--- src/core/seq_pkg.sv ---
// constants, types and register map of the conversion sequencer
// Overview of operation
// RULE1: ten-bit successive approximation result per conversion
// RULE2: single mode start bit holds, then self-clears
// RULE3: single end stores, flags, clears start, idles
// RULE4: flag with enable raises end interrupt
// RULE5: flag clears only by read, then zero write
// RULE6: software halts before changing mode or channel
// RULE7: scan begins at group's first input
// RULE8: scan cycles selected channels until halted
// RULE9: scan results go to paired registers
// RULE10: scan sets flag per pass, restarts at once
// RULE11: restart after halt begins at first channel
// RULE12: sampling delay 10-17 or 6-9 states
// RULE13: sampling lasts 80 or 40 states
// RULE14: first conversion 259-266 or 131-134 states
// RULE15: later scan conversions exactly 256 or 128 states
// RULE16: enabled trigger falling edge sets start bit
// RULE17: channel bits and scan choose the inputs
// RULE18: result high byte, two low bits, zeros
// RULE19: high byte read latches low byte
// RULE20: trigger synchronised, one start per edge
// RULE21: interrupt is level of flag and enable
package seq_pkg;
    localparam int RES_W = 10;
    localparam int CNT_W = 9;
    typedef logic [CNT_W-1:0] cnt_t;
    typedef logic [RES_W-1:0] res_t;

    localparam int CLK_NS = 100;
    localparam int STATE_NS = 100;
    localparam int CYC_PER_STATE = STATE_NS / CLK_NS;

    localparam int SYNC_MIN_SLOW_ST = 10;
    localparam int SYNC_MAX_SLOW_ST = 17;
    localparam int SYNC_MIN_FAST_ST = 6;
    localparam int SYNC_MAX_FAST_ST = 9;
    localparam int SPL_SLOW_ST = 80;
    localparam int SPL_FAST_ST = 40;
    localparam int CONV_MIN_SLOW_ST = 259;
    localparam int CONV_MAX_SLOW_ST = 266;
    localparam int CONV_MIN_FAST_ST = 131;
    localparam int CONV_MAX_FAST_ST = 134;
    localparam int CONV_LATER_SLOW_ST = 256;
    localparam int CONV_LATER_FAST_ST = 128;

    localparam int SYNC_MIN_SLOW = SYNC_MIN_SLOW_ST * CYC_PER_STATE;
    localparam int SYNC_MAX_SLOW = SYNC_MAX_SLOW_ST * CYC_PER_STATE;
    localparam int SYNC_MIN_FAST = SYNC_MIN_FAST_ST * CYC_PER_STATE;
    localparam int SYNC_MAX_FAST = SYNC_MAX_FAST_ST * CYC_PER_STATE;
    localparam int SPL_SLOW = SPL_SLOW_ST * CYC_PER_STATE;
    localparam int SPL_FAST = SPL_FAST_ST * CYC_PER_STATE;
    localparam int CONV_MIN_SLOW = CONV_MIN_SLOW_ST * CYC_PER_STATE;
    localparam int CONV_MAX_SLOW = CONV_MAX_SLOW_ST * CYC_PER_STATE;
    localparam int CONV_MIN_FAST = CONV_MIN_FAST_ST * CYC_PER_STATE;
    localparam int CONV_MAX_FAST = CONV_MAX_FAST_ST * CYC_PER_STATE;
    localparam int LATER_SLOW = CONV_LATER_SLOW_ST * CYC_PER_STATE;
    localparam int LATER_FAST = CONV_LATER_FAST_ST * CYC_PER_STATE;
    // conversion tail after sampling, first and later conversions
    localparam int TAIL_FIRST_SLOW = CONV_MIN_SLOW - SYNC_MIN_SLOW - SPL_SLOW;
    localparam int TAIL_FIRST_FAST = CONV_MIN_FAST - SYNC_MIN_FAST - SPL_FAST;
    localparam int TAIL_LATER_SLOW = LATER_SLOW - SPL_SLOW;
    localparam int TAIL_LATER_FAST = LATER_FAST - SPL_FAST;
    localparam cnt_t STEP_MASK_SLOW = 9'h00f;
    localparam cnt_t STEP_MASK_FAST = 9'h007;

    // register indexes; byte address is four times the index
    localparam logic [7:0] IDX_RESULT_A = 8'he0;
    localparam logic [7:0] IDX_CSR = 8'he8;
    localparam logic [7:0] IDX_TRIG = 8'he9;
    localparam int CSR_FLAG = 7;
    localparam int CSR_IE = 6;
    localparam int CSR_START = 5;
    localparam int CSR_SCAN = 4;
    localparam int CSR_CKS = 3;
    localparam int TRIG_ENABLE = 7;
    localparam logic [6:0] TRIG_RSVD = 7'h7f;
    localparam logic [5:0] RESULT_PAD = 6'h00;
    localparam res_t RESULT_RESET = 10'h000;

    typedef enum logic [1:0] {
        ST_IDLE = 2'b00,
        ST_SYNC = 2'b01,
        ST_SAMPLE = 2'b10,
        ST_CONVERT = 2'b11
    } state_t;

    function automatic logic is_result(input logic [7:0] idx);
        return idx[7:3] == IDX_RESULT_A[7:3];
    endfunction
endpackage

--- src/core/sar_if.sv ---
// trial handshake between the sequencer and the approximation engine
interface sar_if;
    logic trial_start;
    logic trial_step;
    logic cmp_above;
    seq_pkg::res_t dac_code;
    modport ctrl (output trial_start, output trial_step, output cmp_above, input dac_code);
    modport engine (input trial_start, input trial_step, input cmp_above, output dac_code);
endinterface

--- src/core/pin_sync.sv ---
// three-flop pin synchroniser with agreement filter and fall detect
module pin_sync (
    input wire logic clk,
    input wire logic srst,
    input wire logic pin,
    output logic level,
    output logic fell
);
    logic [2:0] sync_reg;
    logic level_reg;
    logic fell_reg;

    always_ff @(posedge clk)
    begin
        if (srst)
        begin
            sync_reg <= 3'h7;
            level_reg <= 1'b1;
            fell_reg <= 1'b0;
        end
        else
        begin
            sync_reg <= {sync_reg[1:0], pin};
            if (sync_reg[1] == sync_reg[2])
                level_reg <= sync_reg[2];
            fell_reg <= level_reg & (sync_reg[1] == sync_reg[2]) & ~sync_reg[2]; // [RULE20]
        end
    end

    assign level = level_reg;
    assign fell = fell_reg;
endmodule // pin_sync

--- src/core/sar_engine.sv ---
// successive approximation register: one trial bit per step
module sar_engine (
    input wire logic clk,
    input wire logic srst,
    sar_if.engine sar
);
    localparam seq_pkg::res_t MSB = 10'h200;
    seq_pkg::res_t code_reg;
    seq_pkg::res_t trial_reg;

    // a step after the last bit is ignored, so spare steps are harmless
    always_ff @(posedge clk)
    begin
        if (srst)
        begin
            code_reg <= seq_pkg::RESULT_RESET;
            trial_reg <= seq_pkg::RESULT_RESET;
        end
        else if (sar.trial_start)
        begin
            code_reg <= MSB;
            trial_reg <= MSB;
        end
        else if (sar.trial_step && trial_reg != '0)
        begin
            code_reg <= (sar.cmp_above ? code_reg : code_reg & ~trial_reg) | (trial_reg >> 1); // [RULE1]
            trial_reg <= trial_reg >> 1;
        end
    end

    assign sar.dac_code = code_reg;
endmodule // sar_engine

--- src/core/adc_conversion_sequencer.sv ---
// register slave, conversion timing and result store of the converter
//
// Chosen here: register access over Avalon-MM and the address map.
module adc_conversion_sequencer (
    input wire logic CLK,
    input wire logic SRST,
    input wire logic [9:0] AVS_ADDRESS,
    input wire logic AVS_READ,
    input wire logic AVS_WRITE,
    input wire logic [31:0] AVS_WRITEDATA,
    input wire logic [3:0] AVS_BYTEENABLE,
    output logic [31:0] AVS_READDATA,
    output logic AVS_WAITREQUEST,
    input wire logic EXTERNAL_TRIGGER_PIN_N,
    input wire logic COMPARATOR_ABOVE,
    output logic [9:0] DAC_CODE,
    output logic [2:0] CHANNEL_SELECT,
    output logic SAMPLE_HOLD,
    output logic CONVERSION_END_INTERRUPT
);
    logic flag_reg;
    logic ie_reg;
    logic start_reg;
    logic scan_reg;
    logic cks_reg;
    logic [2:0] ch_reg;
    logic external_trigger_enable_reg;
    logic seen_reg;
    logic ack_reg;
    logic [31:0] rdata_reg;
    logic [7:0] low_byte_holding_latch_reg;
    seq_pkg::res_t data_reg [4];
    seq_pkg::state_t state_reg;
    seq_pkg::cnt_t cnt_reg;
    seq_pkg::cnt_t sync_next;
    logic [1:0] off_reg;
    logic [1:0] off_next;
    logic [2:0] chan_reg;
    logic first_reg;
    logic [2:0] presc_reg;
    logic [7:0] idx;
    logic [7:0] rbyte;
    logic wr_acc;
    logic csr_wr;
    logic trig_fell;
    logic trig_go;
    logic cmp_level;
    logic conv_end;
    logic last_chan;
    seq_pkg::cnt_t conv_len_reg;
    seq_pkg::cnt_t spl_len_reg;

    sar_if sar ();

    sar_engine u_engine (
        .clk(CLK),
        .srst(SRST),
        .sar(sar)
    );

    pin_sync u_trig_sync (
        .clk(CLK),
        .srst(SRST),
        .pin(EXTERNAL_TRIGGER_PIN_N),
        .level(),
        .fell(trig_fell)
    );

    pin_sync u_cmp_sync (
        .clk(CLK),
        .srst(SRST),
        .pin(COMPARATOR_ABOVE),
        .level(cmp_level),
        .fell()
    );

    // bus slave: one wait cycle, then the request is accepted
    assign idx = AVS_ADDRESS[9:2];
    assign AVS_WAITREQUEST = (AVS_READ | AVS_WRITE) & ~ack_reg;
    assign AVS_READDATA = rdata_reg;
    assign wr_acc = AVS_WRITE & ack_reg & AVS_BYTEENABLE[0];
    assign csr_wr = wr_acc && idx == seq_pkg::IDX_CSR;
    assign trig_go = external_trigger_enable_reg & trig_fell; // [RULE16]

    always_ff @(posedge CLK)
    begin
        if (SRST)
            ack_reg <= 1'b0;
        else
            ack_reg <= (AVS_READ | AVS_WRITE) & ~ack_reg;
    end

    always_comb
    begin
        rbyte = 8'h00;
        if (seq_pkg::is_result(idx))
            rbyte = idx[0] ? low_byte_holding_latch_reg : data_reg[idx[2:1]][9:2]; // [RULE18]
        else if (idx == seq_pkg::IDX_CSR)
            rbyte = {flag_reg, ie_reg, start_reg, scan_reg, cks_reg, ch_reg};
        else if (idx == seq_pkg::IDX_TRIG)
            rbyte = {external_trigger_enable_reg, seq_pkg::TRIG_RSVD};
    end

    // read data and the low-byte latch are taken together, so the
    // two halves always come from the same conversion
    always_ff @(posedge CLK)
    begin
        if (SRST)
        begin
            rdata_reg <= 32'h00000000;
            low_byte_holding_latch_reg <= 8'h00;
        end
        else if (AVS_READ && !ack_reg)
        begin
            rdata_reg <= 32'(rbyte);
            if (seq_pkg::is_result(idx) && !idx[0])
                low_byte_holding_latch_reg <= {data_reg[idx[2:1]][1:0], seq_pkg::RESULT_PAD}; // [RULE19]
        end
    end

    // flag may only be cleared after a read has seen it set; the mark is
    // taken with the read data, so a flag set during the wait stays unseen
    always_ff @(posedge CLK)
    begin
        if (SRST)
            seen_reg <= 1'b0;
        else if (csr_wr)
            seen_reg <= 1'b0;
        else if (AVS_READ && !ack_reg && idx == seq_pkg::IDX_CSR && flag_reg)
            seen_reg <= 1'b1; // [RULE5]
    end

    always_ff @(posedge CLK)
    begin
        if (SRST)
            flag_reg <= 1'b0;
        else if (conv_end && (!scan_reg || last_chan))
            flag_reg <= 1'b1; // [RULE3] [RULE10]
        else if (csr_wr && !AVS_WRITEDATA[seq_pkg::CSR_FLAG] && seen_reg)
            flag_reg <= 1'b0; // [RULE5]
    end

    always_ff @(posedge CLK)
    begin
        if (SRST)
        begin
            ie_reg <= 1'b0;
            scan_reg <= 1'b0;
            cks_reg <= 1'b0;
            ch_reg <= 3'h0;
            external_trigger_enable_reg <= 1'b0;
        end
        else
        begin
            if (csr_wr)
            begin
                ie_reg <= AVS_WRITEDATA[seq_pkg::CSR_IE];
                scan_reg <= AVS_WRITEDATA[seq_pkg::CSR_SCAN];
                cks_reg <= AVS_WRITEDATA[seq_pkg::CSR_CKS];
                ch_reg <= AVS_WRITEDATA[2:0];
            end
            if (wr_acc && idx == seq_pkg::IDX_TRIG)
                external_trigger_enable_reg <= AVS_WRITEDATA[seq_pkg::TRIG_ENABLE];
        end
    end

    // trigger set wins over a software clear in the same cycle
    always_ff @(posedge CLK)
    begin
        if (SRST)
            start_reg <= 1'b0;
        else if (trig_go)
            start_reg <= 1'b1; // [RULE16]
        else if (csr_wr)
            start_reg <= AVS_WRITEDATA[seq_pkg::CSR_START];
        else if (conv_end && !scan_reg)
            start_reg <= 1'b0; // [RULE2]
    end

    always_ff @(posedge CLK)
    begin
        if (SRST)
            presc_reg <= 3'h0;
        else
            presc_reg <= presc_reg + 3'h1;
    end

    // sampling delay depends on where the start falls in the prescaler;
    // the idle cycle that sees the start counts as its first cycle
    always_comb
    begin
        if (cks_reg)
            sync_next = seq_pkg::cnt_t'(seq_pkg::SYNC_MAX_FAST - 2 - int'(presc_reg[1:0]));
        else
            sync_next = seq_pkg::cnt_t'(seq_pkg::SYNC_MAX_SLOW - 2 - int'(presc_reg)); // [RULE12]
    end

    assign conv_end = state_reg == seq_pkg::ST_CONVERT && cnt_reg == '0 && start_reg;
    assign last_chan = off_reg == ch_reg[1:0];
    assign off_next = last_chan ? 2'h0 : off_reg + 2'h1;

    always_ff @(posedge CLK)
    begin
        if (SRST)
        begin
            state_reg <= seq_pkg::ST_IDLE;
            cnt_reg <= '0;
            off_reg <= 2'h0;
            chan_reg <= 3'h0;
            first_reg <= 1'b1;
        end
        else if (!start_reg)
        begin
            state_reg <= seq_pkg::ST_IDLE; // [RULE11]
            off_reg <= 2'h0;
        end
        else
        begin
            unique case (state_reg)
                seq_pkg::ST_IDLE:
                begin
                    state_reg <= seq_pkg::ST_SYNC;
                    cnt_reg <= sync_next;
                    off_reg <= 2'h0;
                    first_reg <= 1'b1;
                    chan_reg <= scan_reg ? {ch_reg[2], 2'h0} : ch_reg; // [RULE7] [RULE17]
                end
                seq_pkg::ST_SYNC:
                begin
                    if (cnt_reg == '0)
                    begin
                        state_reg <= seq_pkg::ST_SAMPLE;
                        cnt_reg <= seq_pkg::cnt_t'((cks_reg ? seq_pkg::SPL_FAST : seq_pkg::SPL_SLOW) - 1); // [RULE13]
                    end
                    else
                        cnt_reg <= cnt_reg - 9'h001;
                end
                seq_pkg::ST_SAMPLE:
                begin
                    if (cnt_reg == '0)
                    begin
                        state_reg <= seq_pkg::ST_CONVERT;
                        if (first_reg)
                            cnt_reg <= seq_pkg::cnt_t'((cks_reg ? seq_pkg::TAIL_FIRST_FAST
                                : seq_pkg::TAIL_FIRST_SLOW) - 1); // [RULE14]
                        else
                            cnt_reg <= seq_pkg::cnt_t'((cks_reg ? seq_pkg::TAIL_LATER_FAST
                                : seq_pkg::TAIL_LATER_SLOW) - 1); // [RULE15]
                    end
                    else
                        cnt_reg <= cnt_reg - 9'h001;
                end
                seq_pkg::ST_CONVERT:
                begin
                    if (cnt_reg != '0)
                        cnt_reg <= cnt_reg - 9'h001;
                    else if (!scan_reg)
                        state_reg <= seq_pkg::ST_IDLE; // [RULE3]
                    else
                    begin
                        // next channel skips the sampling delay
                        state_reg <= seq_pkg::ST_SAMPLE; // [RULE8] [RULE10]
                        cnt_reg <= seq_pkg::cnt_t'((cks_reg ? seq_pkg::SPL_FAST : seq_pkg::SPL_SLOW) - 1);
                        first_reg <= 1'b0;
                        off_reg <= off_next;
                        chan_reg <= {ch_reg[2], off_next};
                    end
                end
            endcase
        end
    end

    always_ff @(posedge CLK)
    begin
        if (SRST)
        begin
            for (int i = 0; i < 4; i++)
                data_reg[i] <= seq_pkg::RESULT_RESET;
        end
        else if (conv_end)
            data_reg[chan_reg[1:0]] <= sar.dac_code; // [RULE3] [RULE9]
    end

    // trial bits are spaced so the comparator clears its synchroniser
    assign sar.trial_start = state_reg == seq_pkg::ST_SAMPLE && cnt_reg == '0;
    assign sar.trial_step = state_reg == seq_pkg::ST_CONVERT
        && (cnt_reg & (cks_reg ? seq_pkg::STEP_MASK_FAST : seq_pkg::STEP_MASK_SLOW)) == '0;
    assign sar.cmp_above = cmp_level;
    assign DAC_CODE = sar.dac_code;
    assign CHANNEL_SELECT = chan_reg;
    assign SAMPLE_HOLD = state_reg == seq_pkg::ST_SAMPLE;
    assign CONVERSION_END_INTERRUPT = flag_reg & ie_reg; // [RULE4] [RULE21]

    // helper counters for the timing checks
    always_ff @(posedge CLK)
    begin
        if (SRST)
        begin
            conv_len_reg <= '0;
            spl_len_reg <= '0;
        end
        else
        begin
            if (state_reg == seq_pkg::ST_IDLE)
                conv_len_reg <= 9'h002;
            else if (conv_end)
                conv_len_reg <= 9'h001;
            else
                conv_len_reg <= conv_len_reg + 9'h001;
            if (state_reg != seq_pkg::ST_SAMPLE)
                spl_len_reg <= 9'h001;
            else
                spl_len_reg <= spl_len_reg + 9'h001;
        end
    end
endmodule // adc_conversion_sequencer

--- config.mk ---
export PLATFORM = sky130hd
export DESIGN_NAME = adc_conversion_sequencer
export DESIGN_NICKNAME = d
export VERILOG_FILES = /design/src/core/seq_pkg.sv /design/src/core/sar_if.sv /design/src/core/pin_sync.sv /design/src/core/sar_engine.sv /design/src/core/adc_conversion_sequencer.sv
export SDC_FILE = /design/constraint.sdc
export NUM_CORES = 1
export LEC_CHECK = 0
export BUFFER_PORTS_ARGS = -buffer_cell sky130_fd_sc_hd__buf_2
export CORE_MARGIN = 5
export CORE_UTILIZATION = 50
export DETAILED_ROUTE_END_ITERATION = 10
export PLACE_DENSITY = 0.77
export SLEW_MARGIN = 20
export SYNTH_ARGS = -nofsm -noshare
export SYNTH_HDL_FRONTEND = slang
export SYNTH_SLANG_ARGS = --single-unit
--- constraint.sdc ---
create_clock -name CLK -period 2.3 [get_ports CLK]
set_input_delay 0.575 -clock CLK [delete_from_list [all_inputs] [get_ports CLK]]
set_output_delay 0.575 -clock CLK [all_outputs]
set_load 0.01 [all_outputs]
[Word-level counts from Yosys, hierarchy flattened]
Memory sizes are Yosys's and may differ from the RTL's.
Cells that the tools add are included.
Word-level totals
  output and inout bits: 48
  memories kept: 1
  bits in registers: 70
  bits of input ports: 52
  RAM bits: 40
Memory list
  data_reg: depth 4, bits a word 10, rd ports 1, clocked after memory_dff 0, wr ports 4, line adc_conversion_sequencer.sv:32  | seq_pkg::res_t data_reg [4];
Cells by class
  eq/ne operators: 14
  mux-type cells: 49
  add/sub/neg operators: 8
  reduce and logical (&&, ||, !) cells: 38
  bitwise logic cells: 15
Operators by type and width (count)
  $mux W10: 6
  $mux W9: 6
  $mux W8: 6
  $pmux W9 S4: 1
  $logic_not A9 Y1: 2
  $mux W2: 9
  $sub A8 B1 Y9 const B: 2
  $eq A8 B8 Y1 const B: 2
  $logic_and A1 B1 Y1: 15
  $mux W1: 13
  $and A10 B10 Y10: 1
  $not A10 Y10: 1
  $or A10 B9 Y10: 1
  $reduce_bool A10 Y1: 1
  $reduce_or A10 Y1: 1
  $and A9 B4 Y9: 1
  $reduce_bool A9 Y1: 1
  $sub A9 B1 Y9 const B: 1
  $pmux W2 S4: 1
  $sub A7 B1 Y8 const B: 1
  $and A1 B1 Y1: 7
  $mux W7: 1
  $mux W3: 2
  $ne A2 B2 Y1 const B: 3
  other kinds (26): 39

[Depth between registers and ports, before layout]
  word-level depth: 8
  gate-level depth with buffers: 9
  gate-level depth less buffers: 7

[Modules after synthesis]
From an unflattened synthesis, not the netlist that was laid out.
Unflattened totals
  cell total of the unflattened synthesis: 503
  area, all modules: 5308.8 µm²
By module, submodules not included
  adc_conversion_sequencer: times used 1, cells each 392, seq. area each 2021.9 µm², area an instance 4242.8 µm²
  sar_engine: times used 1, cells each 87, seq. area each 400.4 µm², area an instance 765.7 µm²
  pin_sync: times used 2, cells each 12, seq. area each 100.1 µm², area an instance 150.1 µm²

[Worst setup path before layout]
OpenSTA, ideal clock, no wires.
  path type: input -> register
  start: in AVS_ADDRESS[6]
  end: reg flag_reg
  setup slack: 0.139 ns
  arrival time: 2.044 ns
  stages: 6
  cell sequence: nand4b_1 -> nor4_2 -> and2_1 -> buf_4 -> nand3b_1 -> a32o_1
On the way
  word-level cells in the longest chain between the ends: 5
Ends and longest elaborated chain
  from (decl): line adc_conversion_sequencer.sv:7  | input wire logic [9:0] AVS_ADDRESS,
  $eq A8 B8 Y1: line adc_conversion_sequencer.sv:82  | assign csr_wr = wr_acc && idx == seq_pkg::IDX_CSR;
  $logic_and A1 B1 Y1: line adc_conversion_sequencer.sv:82
  $logic_and A1 B1 Y1 (2 in a row): line adc_conversion_sequencer.sv:139  | else if (csr_wr && !AVS_WRITEDATA[seq_pkg::CSR_FLAG] && seen_reg)
  $reduce_bool A2 Y1 (no source line)
  to (signal assigned): line adc_conversion_sequencer.sv:136  | flag_reg <= 1'b0;
  to (signal assigned): line adc_conversion_sequencer.sv:138  | flag_reg <= 1'b1;
  to (signal assigned): line adc_conversion_sequencer.sv:140  | flag_reg <= 1'b0;
  to (decl): line adc_conversion_sequencer.sv:21  | logic flag_reg;
Every way passes these cells.
A chain may end at the register's enable or synchronous reset.

==> flow_summary.json <==
{
  "final_common_cell": "sky130_fd_sc_hd__dfxtp_1",
  "placeableCoreArea_sq_mm": 0.0102,
  "mostFrequentLayoutCells": "70 x sky130_fd_sc_hd__dfxtp_1, 47 x sky130_fd_sc_hd__buf_2, 46 x sky130_fd_sc_hd__a21oi_1",
  "finalSetupViolCount": 0,
  "ys.warnings.count": 0,
  "fin_area_sq_mm": 0.00584,
  "route.detailed.vias_per_inst": 5.52,
  "vias_in_the_first_global_route": 3766,
  "period_minus_slack_ns": 2.30,
  "cts_inserted_buffers": 9,
  "grt_max_degree": 39,
  "crit_path_required_time_ns": 2.36,
  "nets": 615,
  "synth_edf_count": 40,
  "final_hold_slack_ns": 0.390,
  "die_w_um": 112,
  "stdcell_count": 697,
  "fmax_mhz": 435,
  "antenna_violating_nets_remaining": 0,
  "root_buffer": "sky130_fd_sc_hd__clkbuf_8",
  "path_clk_slew_ns": 0.11,
  "worst_setup_path_end_kind": "register",
  "post_route_cells_drive_above_1_share_pct": 23.4,
  "holdBufCountCts": 0,
  "antenna_cells_inserted": 0,
  "seq_area_frac_synth_pct": 50.3,
  "crit_path_start_kind": "register",
  "avgSynthCellArea_sq_um": 10.5,
  "hpwlAfterDp_um": 7930,
  "detail_route.iter0.violations": 308,
  "cts.sinks": 110,
  "hold_path_class": "input pin to register",
  "die-area_sq_mm": 0.0125,
  "cts.htree.levels": 3,
  "remaining_drc_errors": 0,
  "dpl-instance-area_sq_mm": 0.00560,
  "worst_slew_margin_rel_pct": 64.6,
  "fillCellCount": 869,
  "initial_core_util_pct": 50.6,
  "syn-cell-area_sq_mm": 0.00518,
  "post-route-period-util_pct": 99.9,
  "grt_pass1_wl_um": 18100,
  "worst_tran_pin_value_ns": 0.524,
  "rsz0062_at_grt": "true",
  "share_of_flip_flops_with_an_asynchronous_set_or_reset_after_synthesis_pct": 0,
  "top_level_port_count": 100,
  "cts_max_path_buffers": 2,
  "r2r_slack_ns": 0.002,
  "std_cell_rows": 37,
  "ys_ff_latch": 110,
  "place_inst": 679,
  "synthToLayoutAreaGrowth_pct": 12.7,
  "fin_ws_ns": 0.00230,
  "placement.io_buffers": 46,
  "sum_of_negative_setup_slack_ns": 0,
  "worstPathMaxFanout": 10,
  "die_y_extent_um": 112,
  "wl_per_cell_um": 15.9,
  "syn-instance-count": 494,
  "cellPowerDensity_mw_per_mm2": 585,
  "cellLeakagePower_nw": 2.28,
  "global_route.usage.total_pct": 17.7,
  "largest_register_ffs": 40,
  "grt-ovfl-total": 0,
  "cap_violations": 0,
  "clock_insertion_delay_worst_skew_ns": 0.36,
  "detail_route.wirelength_um": 11100,
  "ir_worst_vdd_v": 0.000347,
  "routability_congestion_estimate_from_global_placement": 0.870,
  "max_stage_delay_ns": 0.47,
  "clock-skew-final_ns": 0.0131,
  "drt-pass1-iter-count": 4,
  "drv_slew": 0,
  "report.final.hold_viol_count": 0,
  "tritoncts": "yes",
  "crit_path_cell_trace": "inv_1, ha_1, nor4b_2, and3_1, nor4b_1, or2_4",
  "antenna_found_initial": 0,
  "worst-endpoint-arrival_ns": 2.36,
  "critical_path_class": "register to register",
  "slowest_cp_cell": "sky130_fd_sc_hd__nor4b_1",
  "outcome": "complete, no violations",
  "place_worst_setup_slack_ns": -0.0505,
  "yosys.cell_types.count": 65,
  "vias": 3850,
  "postSynth.topFlopCell": "sky130_fd_sc_hd__dfxtp_1"
}
## Yosys cell counts, types with 3 or more instances
cell type,n,area [sq um]
sky130_fd_sc_hd__and2_1,42,263
sky130_fd_sc_hd__ha_1,7,87.6
sky130_fd_sc_hd__edfxtp_1,40,1200
sky130_fd_sc_hd__nand2b_1,5,31.3
sky130_fd_sc_hd__a21oi_1,46,230
sky130_fd_sc_hd__nand2_1,30,113
sky130_fd_sc_hd__clkbuf_1,17,63.8
sky130_fd_sc_hd__a21bo_2,4,40.0
sky130_fd_sc_hd__mux2i_1,18,180
sky130_fd_sc_hd__buf_4,26,195
sky130_fd_sc_hd__buf_2,6,30.0
sky130_fd_sc_hd__nor2_1,33,124
sky130_fd_sc_hd__or2_2,10,62.6
sky130_fd_sc_hd__o21ai_0,25,125
sky130_fd_sc_hd__inv_1,13,48.8
sky130_fd_sc_hd__dfxtp_1,70,1400
sky130_fd_sc_hd__or4_1,4,30.0
sky130_fd_sc_hd__a32o_1,3,30.0
sky130_fd_sc_hd__xnor2_1,3,26.3
sky130_fd_sc_hd__a22oi_1,6,45.0
sky130_fd_sc_hd__nand3b_1,4,30.0
sky130_fd_sc_hd__and3_1,4,25.0
sky130_fd_sc_hd__a31oi_1,3,18.8
sky130_fd_sc_hd__a211oi_1,3,22.5
sky130_fd_sc_hd__nor3_1,8,40.0
sky130_fd_sc_hd__mux4_2,10,225
sky130_fd_sc_hd__nand3_1,5,25.0
sky130_fd_sc_hd__xor2_1,3,26.3
## where the power goes
part / total (W) / internal, W / switching (W)
clock: 0.00114 / 0.000477 / 0.000665
sequential: 0.00208 / 0.00206 / 0.0000174
combinational: 0.000196 / 0.0000825 / 0.000113
## final cells by class
class                   count  area, sq um  area share, %
clock buffers              10          149           2.55
clock inverters             6         48.8          0.836
inverters                  13         48.8          0.836
multi-input cells         344         2340           40.0
flip-flops and latches    110         2600           44.6
well taps                 136          170           2.92
repair buffers             78          480           8.23
## timing repair
item	in CTS	in global routing
setup endpoints to repair	11	34
hold endpoints to repair	0	0
setup buffers	0	1
pin swaps	0	4
cloned	0	1
resized for setup	1	6
## metrics by stage
stage | power (W) | util (%)
after floorplan | 0.00227 | -
after global placement | 0.00231 | 54.8
after detailed placement | 0.00232 | 54.8
after CTS | 0.00343 | 56.7
after global routing | 0.00356 | 57.1
final | 0.00342 | 57.1
## critical path, delay by kind of cell (launching register included)
kind | cells | cell delay [ns]
AND/OR/NAND/NOR | 4 | 1.37
adder cells (fa/ha/maj) | 1 | 0.20
buffers and inverters | 1 | 0.08
flip-flops | 1 | 0.35
## routing by layer
layer  part of all wire, %  vias to the layer above  track usage, %
met2                    50                      130            31.1
li1                      -                     1857               -
met3                   5.8                       23            3.15
met4                   2.7                        0            6.89
met1                    42                     1840            21.6
met5                     0                        -               0
## logic make-up (layout without fill, tap and decap cells)
logic type	Yosys count	in the layout	share of synthesized area, %
compound gates	114	114	14.6
xor+xnor	6	6	1.01
fa+ha+maj	7	7	1.69
buf+inv	63	107	6.74
flops	110	110	50.3
mux	29	29	8.05
other cells	1	24	0.0724
simple gates	164	164	17.5
## worst paths after layout
check,to,startpoint,depth (start not counted)
worst max-delay path,data_reg[0][4],cnt_reg[0],6
worst min-delay path,u_trig_sync.sync_reg[0],EXTERNAL_TRIGGER_PIN_N,2
worst max register to register,data_reg[0][4],cnt_reg[0],6
worst min register to register,u_cmp_sync.sync_reg[1],u_cmp_sync.sync_reg[0],1
No activity file was read; power rests on OpenSTA's default activity.
